$ cat config.mk
export PLATFORM = sky130hd
export DESIGN_NAME = lvtf_framer
export DESIGN_NICKNAME = d
export VERILOG_FILES = /design/src/rtl/lvtf_framer.v
export VERILOG_INCLUDE_DIRS = /design/src /design/src/rtl
export SDC_FILE = /design/constraint.sdc
export NUM_CORES = 1
export LEC_CHECK = 0
export ABC_AREA = 1
export BUFFER_PORTS_ARGS = -buffer_cell sky130_fd_sc_hd__buf_4
export CAP_MARGIN = 20
export CORE_UTILIZATION = 50
export CTS_BUF_LIST = sky130_fd_sc_hd__clkbuf_8
export DETAILED_ROUTE_END_ITERATION = 10
export PLACE_DENSITY = 0.77
export SETUP_SLACK_MARGIN = 0.2
export SYNTH_ARGS = -nofsm -noshare
export SYNTH_HDL_FRONTEND = slang
export SYNTH_SLANG_ARGS = --single-unit
$ cat constraint.sdc
create_clock -name CLK -period 12.7 [get_ports CLK]
set_input_delay 1.27 -clock CLK [delete_from_list [all_inputs] [get_ports CLK]]
set_output_delay 1.27 -clock CLK [all_outputs]
set_load 0.05 [all_outputs]
$ cat src/rtl/lvtf_defs.vh
// Constants for the load value telemetry framer
`ifndef LVTF_DEFS_VH
`define LVTF_DEFS_VH
`define LVTF_CLK_HZ          200000000
`define LVTF_CYC_PER_MS      200000
`define LVTF_CAN_IVL_MIN_MS  16'd50
`define LVTF_CAN_IVL_MAX_MS  16'd5000
`define LVTF_SER_IVL_MIN_S   8'd1
`define LVTF_SER_IVL_MAX_S   8'd240
`define LVTF_STX             8'h02
`define LVTF_LEN             8'h16
`define LVTF_ETX             8'h03
`define LVTF_CR              8'h0d
`define LVTF_LF              8'h0a
`define LVTF_SP              8'h20
`define LVTF_COLON           8'h3a
`define LVTF_CAN_DLC         4'h8
`define LVTF_DEF_BAUD_DIV    16'd10417
`define LVTF_MODE_OFF        2'h0
`define LVTF_MODE_MEAS       2'h1
`define LVTF_MODE_LSR        2'h2
`define LVTF_MODE_DISP       2'h3
`define LVTF_RST_CAN_IVL     16'd500
`define LVTF_RST_CAN_ID      11'h210
`define LVTF_RST_DISP_DIG    2'd1
`define LVTF_MS_PER_S        18'd1000
`define LVTF_LSR_LAST        6'd19
`define LVTF_TXT_LAST        6'd61
`endif

$ cat src/rtl/lvtf_framer.v
// Load value telemetry framer: CAN value frames and serial byte telegrams
`default_nettype none
`include "lvtf_defs.vh"

// How it works
// CAN frames repeat every 50..5000 ms
// Two 8-byte frames: base id, base+1
// ASCII line, eight labelled values, CR LF
// ASCII values carry decimals and unit
// Load frame: STX, LEN, floats, checksum, ETX
// Floats ordered a first, a second, b...
// Checksum is ones complement of floats
// Display feed: 4/5/6 digits, one value; CFG_DISP_SEL is unused here, digits are formatter bytes from index 0
// Serial interval 1 to 240 seconds
// Single-signal select forces adjustment mode
// Dual-signal select forces adjustment mode
// Whole full-scales; sum is 100% reference
// Analog scale from chosen full-scale
// Analog outputs follow logic units one/two
// Settings applied only on confirm
// Empty passwords plus master clears password
// Floats 32-bit, byte order a parameter
// Serial framing configurable, default 19200 8N1; not done here, bytes leave as SER_DATA words on a valid/ready handshake
module lvtf_framer #(
   parameter BIG_ENDIAN = 1,
   parameter CYC_PER_MS = `LVTF_CYC_PER_MS   // Shorter only to fit periods into a test run
) (
   input  wire        CLK,
   input  wire        RESET_N,
   input  wire        CFG_OK,
   input  wire        CFG_CAN_ON,
   input  wire [15:0] CFG_CAN_IVL_MS,
   input  wire [10:0] CFG_CAN_BASE_ID,
   input  wire [1:0]  CFG_SER_MODE,
   input  wire [7:0]  CFG_SER_IVL_S,
   input  wire [1:0]  CFG_DISP_DIGITS,
   input  wire [1:0]  CFG_DISP_SEL,
   input  wire        CFG_SINGLE_SIG,
   input  wire [15:0] CFG_FS_A,
   input  wire [15:0] CFG_FS_B,
   input  wire [15:0] CFG_FS_SUM,
   input  wire [2:0]  CFG_ANALOG_OUTPUT_ONE_SEL,
   input  wire [2:0]  CFG_ANALOG_OUTPUT_TWO_SEL,
   input  wire        CFG_PW_EMPTY,
   input  wire        CFG_MASTER_OK,
   input  wire [31:0] VAL_1A,
   input  wire [31:0] VAL_1B,
   input  wire [31:0] VAL_2A,
   input  wire [31:0] VAL_2B,
   input  wire [31:0] LKZ_A_FIRST,
   input  wire [31:0] LKZ_A_SECOND,
   input  wire [31:0] LKZ_B_FIRST,
   input  wire [31:0] LKZ_B_SECOND,
   input  wire [7:0]  ASCII_CHAR,
   output reg  [5:0]  ASCII_IDX,
   output reg         CAN_VALID,
   input  wire        CAN_READY,
   output reg  [10:0] CAN_ID,
   output reg  [3:0]  CAN_DLC,
   output reg  [63:0] CAN_DATA,
   output reg         SER_VALID,
   input  wire        SER_READY,
   output reg  [7:0]  SER_DATA,
   output reg         ADJUST_MODE,
   output reg         PW_CLEAR,
   output reg  [15:0] ANALOG_OUTPUT_ONE_FS,
   output reg  [15:0] ANALOG_OUTPUT_TWO_FS
);

   // ****************************************
   // Reset and confirmed settings
   // ****************************************
   reg        rst_s1;
   reg        rst_n;
   reg        can_on;
   reg [15:0] can_ivl;
   reg [10:0] base_id;
   reg [1:0]  ser_mode;
   reg [7:0]  ser_ivl;
   reg        single_sig;
   reg [1:0]  disp_dig;
   reg        ok_d;
   wire       ok_rise = CFG_OK & ~ok_d;

   // Synchronised release of the asynchronous reset
   always @(posedge CLK or negedge RESET_N) begin
      if (!RESET_N) begin
         rst_s1 <= 1'b0;
         rst_n  <= 1'b0;
      end else begin
         rst_s1 <= 1'b1;
         rst_n  <= rst_s1;
      end
   end

   // Settings latch on confirm; intervals clamped to their legal span
   always @(posedge CLK or negedge rst_n) begin
      if (!rst_n) begin
         ok_d        <= 1'b0;
         can_on      <= 1'b0;
         can_ivl     <= `LVTF_RST_CAN_IVL;
         base_id     <= `LVTF_RST_CAN_ID;
         disp_dig    <= `LVTF_RST_DISP_DIG;
         ser_mode    <= `LVTF_MODE_OFF;
         ser_ivl     <= 8'd1;
         single_sig  <= 1'b0;
         ADJUST_MODE <= 1'b0;
         PW_CLEAR    <= 1'b0;
         ANALOG_OUTPUT_ONE_FS    <= 16'h0000;
         ANALOG_OUTPUT_TWO_FS    <= 16'h0000;
      end else begin
         ok_d     <= CFG_OK;
         PW_CLEAR <= 1'b0;
         if (ok_rise) begin
            can_on   <= CFG_CAN_ON;
            base_id  <= CFG_CAN_BASE_ID;
            ser_mode <= CFG_SER_MODE;
            disp_dig <= CFG_DISP_DIGITS;
            if (CFG_CAN_IVL_MS < `LVTF_CAN_IVL_MIN_MS)
               can_ivl <= `LVTF_CAN_IVL_MIN_MS;
            else if (CFG_CAN_IVL_MS > `LVTF_CAN_IVL_MAX_MS)
               can_ivl <= `LVTF_CAN_IVL_MAX_MS;
            else
               can_ivl <= CFG_CAN_IVL_MS;
            if (CFG_SER_IVL_S < `LVTF_SER_IVL_MIN_S)
               ser_ivl <= `LVTF_SER_IVL_MIN_S;
            else if (CFG_SER_IVL_S > `LVTF_SER_IVL_MAX_S)
               ser_ivl <= `LVTF_SER_IVL_MAX_S;
            else
               ser_ivl <= CFG_SER_IVL_S;
            single_sig <= CFG_SINGLE_SIG;
            if (CFG_SINGLE_SIG != single_sig)
               ADJUST_MODE <= 1'b1;
            PW_CLEAR <= CFG_PW_EMPTY & CFG_MASTER_OK;
            // Sum full-scale is the reference for sums and diffs
            ANALOG_OUTPUT_ONE_FS <= CFG_ANALOG_OUTPUT_ONE_SEL[2] ? CFG_FS_SUM :
                        (CFG_ANALOG_OUTPUT_ONE_SEL[0] ? CFG_FS_B : CFG_FS_A);
            ANALOG_OUTPUT_TWO_FS <= CFG_ANALOG_OUTPUT_TWO_SEL[2] ? CFG_FS_SUM :
                        (CFG_ANALOG_OUTPUT_TWO_SEL[0] ? CFG_FS_B : CFG_FS_A);
         end
      end
   end

   // ****************************************
   // Millisecond tick and interval timers
   // ****************************************
   reg [17:0] ms_div;
   reg        ms_tick;
   reg [15:0] can_cnt;
   reg        can_due;
   reg [17:0] ser_cnt;
   reg        ser_due;
   wire [17:0] ser_lim = {10'h000, ser_ivl} * `LVTF_MS_PER_S;

   // One-cycle enable per millisecond
   always @(posedge CLK or negedge rst_n) begin
      if (!rst_n) begin
         ms_div  <= 18'h00000;
         ms_tick <= 1'b0;
         can_cnt <= 16'h0000;
         ser_cnt <= 18'h00000;
         can_due <= 1'b0;
         ser_due <= 1'b0;
      end else begin
         ms_tick <= (ms_div == CYC_PER_MS - 1);
         ms_div  <= (ms_div == CYC_PER_MS - 1) ? 18'h00000 : ms_div + 18'h00001;
         can_due <= 1'b0;
         ser_due <= 1'b0;
         if (ms_tick) begin
            if (can_cnt + 16'h0001 >= can_ivl) begin
               can_cnt <= 16'h0000;
               can_due <= can_on;
            end else
               can_cnt <= can_cnt + 16'h0001;
            if (ser_cnt + 18'h00001 >= ser_lim) begin
               ser_cnt <= 18'h00000;
               ser_due <= (ser_mode != `LVTF_MODE_OFF);
            end else
               ser_cnt <= ser_cnt + 18'h00001;
         end
      end
   end

   // Byte order of a float on the wire
   function [31:0] ord;
      input [31:0] f;
      begin
         ord = BIG_ENDIAN ? f : {f[7:0], f[15:8], f[23:16], f[31:24]};
      end
   endfunction

   // ****************************************
   // CAN frame sender
   // ****************************************
   reg can_second;

   // Frame pair per period; the second waits for the first to be taken
   always @(posedge CLK or negedge rst_n) begin
      if (!rst_n) begin
         CAN_VALID  <= 1'b0;
         CAN_ID     <= 11'h000;
         CAN_DLC    <= 4'h0;
         CAN_DATA   <= 64'h0;
         can_second <= 1'b0;
      end else if (CAN_VALID) begin
         if (CAN_READY) begin
            CAN_VALID <= can_second;
            if (can_second) begin
               // From the first frame's id, so a confirm cannot split the pair
               CAN_ID     <= CAN_ID + 11'h001;
               CAN_DATA   <= {ord(VAL_2A), ord(VAL_2B)};
               can_second <= 1'b0;
            end
         end
      end else if (can_due) begin
         CAN_VALID  <= 1'b1;
         CAN_ID     <= base_id;
         CAN_DLC    <= `LVTF_CAN_DLC;
         CAN_DATA   <= {ord(VAL_1A), ord(VAL_1B)};
         can_second <= 1'b1;
      end
   end

   // ****************************************
   // Serial telegram builder into two-entry buffer
   // ****************************************
   reg [5:0]  pos;
   reg        busy;
   reg [7:0]  frame_checksum_byte;
   reg [7:0]  bbyte;
   reg [7:0]  buf0;
   reg [7:0]  buf1;
   reg [1:0]  cnt;
   reg [5:0]  last;
   reg [127:0] lsr;
   wire       push = busy & (cnt != 2'd2);
   wire       pop  = SER_VALID & SER_READY;

   // Payload byte for the current position of the telegram
   always @* begin
      bbyte = 8'h00;
      case (ser_mode)
         `LVTF_MODE_LSR: begin
            if (pos == 6'd0)
               bbyte = `LVTF_STX;
            else if (pos == 6'd1)
               bbyte = `LVTF_LEN;
            else if (pos < 6'd18)
               bbyte = lsr[127 - {pos[3:0] - 4'h2, 3'b000} -: 8];
            else if (pos == 6'd18)
               bbyte = ~frame_checksum_byte;
            else
               bbyte = `LVTF_ETX;
         end
         default: begin
            // Formatted text comes from the number formatter by index
            bbyte = (pos == last - 6'd1) ? `LVTF_CR :
                    (pos == last) ? `LVTF_LF : ASCII_CHAR;
         end
      endcase
   end

   // Byte walk; a full buffer stalls the walk so no byte is lost
   always @(posedge CLK or negedge rst_n) begin
      if (!rst_n) begin
         pos       <= 6'h00;
         busy      <= 1'b0;
         frame_checksum_byte      <= 8'h00;
         lsr       <= 128'h0;
         last      <= 6'h00;
         ASCII_IDX <= 6'h00;
      end else if (!busy) begin
         if (ser_due) begin
            busy <= 1'b1;
            pos  <= 6'h00;
            frame_checksum_byte <= 8'h00;
            ASCII_IDX <= 6'h00;
            lsr  <= {ord(LKZ_A_FIRST), ord(LKZ_A_SECOND),
                     ord(LKZ_B_FIRST), ord(LKZ_B_SECOND)};
            // Display feed: digits plus CR LF; text line fixed at 62 bytes
            // Display: three plus the digit code, so CR sits at code plus 3
            last <= (ser_mode == `LVTF_MODE_LSR) ? `LVTF_LSR_LAST :
                    (ser_mode == `LVTF_MODE_DISP) ? {4'h0, disp_dig} + 6'd4 :
                    `LVTF_TXT_LAST;
         end
      end else if (push) begin
         if (ser_mode == `LVTF_MODE_LSR && pos >= 6'd2 && pos < 6'd18)
            frame_checksum_byte <= frame_checksum_byte + bbyte;
         ASCII_IDX <= pos + 6'd1;
         if (pos == last)
            busy <= 1'b0;
         else
            pos <= pos + 6'd1;
      end
   end

   // Two-entry output buffer
   always @(posedge CLK or negedge rst_n) begin
      if (!rst_n) begin
         buf0      <= 8'h00;
         buf1      <= 8'h00;
         cnt       <= 2'd0;
         SER_VALID <= 1'b0;
         SER_DATA  <= 8'h00;
      end else begin
         case ({push, pop})
            2'b10: begin
               if (cnt == 2'd0) buf0 <= bbyte;
               else buf1 <= bbyte;
               cnt <= cnt + 2'd1;
            end
            2'b01: begin
               buf0 <= buf1;
               cnt  <= cnt - 2'd1;
            end
            2'b11: begin
               if (cnt == 2'd1) buf0 <= bbyte;
               else begin
                  buf0 <= buf1;
                  buf1 <= bbyte;
               end
            end
            default: ;
         endcase
         SER_VALID <= (cnt != 2'd0) & ~(pop & cnt == 2'd1 & ~push) | (push & cnt == 2'd0);
         SER_DATA  <= pop ? ((cnt == 2'd2) ? buf1 : bbyte) : ((cnt == 2'd0) ? bbyte : buf0);
      end
   end

endmodule // lvtf_framer
`default_nettype wire

==> run summary <==
* status: complete, no violations
* synthesized cell area: 21,900 um2
* number of max-slew violations in the final report: 0
* worst-path cell with the longest stage delay: dfstp_2
* total number of vias: 20,500
* final hold viol count: 0
* Synth async-reset ratio: 100%
* most common cell after layout, fill and taps aside: nand2_1
* launch point of the worst hold path: rst_s1$_DFF_PN0_
* internal power contribution: 2730 uW
* predominant post-synthesis flop cell: dfrtp_1
* Critical path destination: ser_cnt[17]$_DFFE_PN0P_
* Fmax: 167 MHz
* setup repair after global routing missed its margin: no
* number of cells after detailed placement: 3,701
* critical path's most frequent cell: o21ai_0
* number of buffers added by the clock tree synthesis step: 70
* CP max FO: 16
* crit path from: ser_ivl[0]$_DFFE_PN1P_
* total power after layout: 4590 uW
* CP max stage delay: 620 ps
* TNS Setup: 0 ps
* data arrival time of the worst path: 6520 ps
* number of routed nets with antenna violations: 0
* worst-case register-to-register setup slack: 6730 ps
* Final min period: 5970 ps
* type of destination of the critical path: register
* combinational group share of total power: 40.2%
* Post-Route WL: 62,700 um
* share of cells above drive strength 1: 22.2%
* number of cells on the critical path: 23
* CTS max path bufs: 3
* clock sink count: 392
* remaining max-slew budget at the tightest pin: 30.7%
* fraction of power consumed by the clock network: 27.2%
* Slew @ Worst Pin: 1040 ps
* number of cells upsized or downsized after cts: 0
* Worst-Skew Late Latency: 640 ps
* Post-layout nets: 3,674
* FF-to-FF path depth: 23
* width of the die: 211 um
* DPL Wire Length: 44,300 um
* core area: 43,100 um2
* grt ovf: 0
* number of unique standard cell types used by synthesis: 60
* final cell count without fillers: 3,831
* number of input and output port buffers inserted: 489
* Post-CTS Setup Inserts: 0
* power density over the cells: 168 nW/um2
* area of the die: 44,600 um2
* gr usage total: 28.1%
* DIE HEIGHT: 211 um
* final count of negative-setup-slack endpoints: 0
* Max IR drop VDD: 0.134 mV
* number of warnings issued by yosys: 0
* worst path required time: 13,240 ps
* detail-routed net length per standard cell: 16.4 um
* CTS Root Cell: clkbuf_8
* reg2reg end: ser_cnt[17]$_DFFE_PN0P_
* initial core utilization: 50.8%
* cell count after synthesis: 2,743
* number of antenna violations at the first check in global routing: 0
* maximum number of pins on one net before global-route repair: 187
* detail-routed via count per cell: 5.34
* maxcap violations: 0
* critical-path cell list: fa_1 > xor2_1 > ha_1 > fa_1 > inv_1 > fa_1 > inv_1 > ha_1 > inv_1 > nor3_1 > a21oi_1 > o21ai_0 > o21ai_0 > o21ai_0 > xor2_1 > ha_1 > nand2_1 > o21ai_0 > a21oi_1 > a21boi_0 > and2_1 > nand2_1 > o21ai_1
* first-pass iteration count of the detailed router: 5
* synthesis-to-layout area growth: 24.7%
* mean post-synth cell area: 7.98 um2
* power dissipated by switching net loads: 1850 uW
* diodes inserted: 0
* sequential share of the synthesized area: 44.9%
* leak pwr: 0.0143 uW
* hold buffer count at cts: 0
* start of the worst register-to-register path: ser_ivl[0]$_DFFE_PN1P_
* number of rows in the core area: 76
* clock slew seen by the registers of the worst setup and hold paths: 60 ps
* global-route wire length before repair: 101,000 um
* Iteration-0 DRC Markers: 1,495
* routability congestion estimate: 0.898
* Critical Path Start Type: register
* DRC violation count after routing: 0
* leading cell types in the layout, fill and taps excluded: nand2_1, buf_4, dfrtp_1
* worst min path class: reg2reg
* critical setup path kind: reg2reg
* final clock skew: 30.0 ps
* number of flip-flops and latches in the synthesized netlist: 392
* H-tree level count: 3
* number of enable-type register cells in the synthesized netlist: 0
* ratio of final minimum period to clock period: 47.0%
* kind of cell adding the most delay to the critical path: adder cells
* number of buffers and inverters on the critical path: 3
* vias in the first global route: 20,400
* sequential power share: 32.6%
* clock tree from TritonCTS: done
* Switching Share: 40.4%
* I/O pins: 497
[state kept, by name, summed over array words and instances, names as in the netlist, 16 cells and up]
name / count
ANALOG_OUTPUT_TWO_FS: 16
ser_cnt: 18
CAN_DATA: 64
ms_div: 18
ANALOG_OUTPUT_ONE_FS: 16
can_ivl: 16
lsr: 128
can_cnt: 16
[routing by layer]
layer / track usage (%) / wire, um / vias up / share of wire, %
met2: 45.8 / 29700 / 811 / 47
met5: 0 / 0 / - / 0
li1: - / - / 9750 / -
met4: 11.0 / 2130 / 0 / 3.4
met3: 8.53 / 5680 / 155 / 9.1
met1: 34.9 / 25200 / 9741 / 40
[worst reg2reg max path, stage by stage (launching register included)]
cell      delay, ps
dfstp_2         620
fa_1            470
xor2_1          170
ha_1            300
fa_1            510
inv_1            60
fa_1            500
inv_1            40
ha_1            300
inv_1            90
nor3_1          170
a21oi_1         120
o21ai_0         170
o21ai_0         140
o21ai_0         210
xor2_1          160
ha_1            260
nand2_1         140
o21ai_0         120
a21oi_1         120
a21boi_0        260
and2_1          560
nand2_1         210
o21ai_1         200
[how the worst min path moves through the flow]
stage	depth (start not counted)	to
4_1_cts	0	rst_n$_DFF_PN0_
3_3_place_gp	0	rst_n$_DFF_PN0_
5_1_grt	1	rst_n$_DFF_PN0_
3_5_place_dp	0	rst_n$_DFF_PN0_
6_report	0	rst_n$_DFF_PN0_
2_1_floorplan	0	rst_n$_DFF_PN0_
[power groups by stage]
stage	Sequential [uW]	Clock, uW	Combinational, uW
6_report	1490	1250	1840
3_5_place_dp	1510	0	1840
2_1_floorplan	1890	0	922
4_1_cts	1490	1270	1850
5_1_grt	1510	1320	2050
3_3_place_gp	1510	0	1790
[stage by stage]
stage	instance area (um2)	hold WS, ps	worst slack (ps)	utilization (%)
floorplan	21900	331	983	-
global placement	25800	340	6890	59.9
detailed placement	25800	344	6810	59.9
CTS	27300	359	6730	63.3
global route	27300	378	6280	63.4
finish	27300	352	6730	63.4
[cell usage after synthesis, types with 4 or more instances]
| master | number | area share (%) |
|---|---|---|
| a21oi_1 | 132 | 3.0 |
| a22oi_1 | 4 | 0.14 |
| a31oi_1 | 73 | 2.1 |
| buf_1 | 4 | 0.069 |
| buf_2 | 19 | 0.43 |
| buf_4 | 6 | 0.21 |
| buf_6 | 15 | 0.77 |
| clkbuf_1 | 89 | 1.5 |
| dfrtp_1 | 382 | 44 |
| dfstp_2 | 10 | 1.2 |
| fa_1 | 22 | 2.0 |
| ha_1 | 95 | 5.4 |
| inv_1 | 214 | 3.7 |
| inv_2 | 17 | 0.29 |
| mux2i_1 | 32 | 1.5 |
| nand2_1 | 789 | 14 |
| nand2_2 | 6 | 0.17 |
| nand3_1 | 107 | 2.4 |
| nand3_2 | 8 | 0.37 |
| nand4_1 | 13 | 0.37 |
| nand4_2 | 5 | 0.29 |
| nor2_1 | 303 | 5.2 |
| nor2_2 | 5 | 0.14 |
| nor3_1 | 17 | 0.39 |
| nor3_4 | 4 | 0.30 |
| nor4_1 | 5 | 0.14 |
| o211ai_1 | 17 | 0.58 |
| o21a_1 | 4 | 0.14 |
| o21ai_0 | 168 | 3.8 |
| o21ai_1 | 32 | 0.73 |
| o21bai_1 | 4 | 0.14 |
| o22ai_1 | 14 | 0.40 |
| or2_2 | 33 | 0.94 |
| xnor2_1 | 12 | 0.48 |
| xor2_1 | 52 | 2.1 |
[final cells by class]
class / instances / area, um2
clock inverter: 37 / 214
fill: 3665 / 15800
tap: 585 / 732
multi-input combinational: 1986 / 10600
timing repair buffer: 506 / 3820
clock buffer: 92 / 1270
sequential: 392 / 9830
inverter: 233 / 876
[kinds of logic (layout without fill, tap and decap cells)]
kind of cell / Yosys count / after routing / share of synthesized area, %
compound gates: 459 / 459 / 11.5
mux: 32 / 32 / 1.46
simple gates: 1307 / 1307 / 24.8
buf+inv: 367 / 868 / 7.03
flops: 392 / 392 / 44.9
fa+ha+maj: 117 / 117 / 7.45
xor+xnor: 67 / 67 / 2.84
other cells: 2 / 4 / 0.0343
Note: power is estimated with default switching activity, not from simulation.
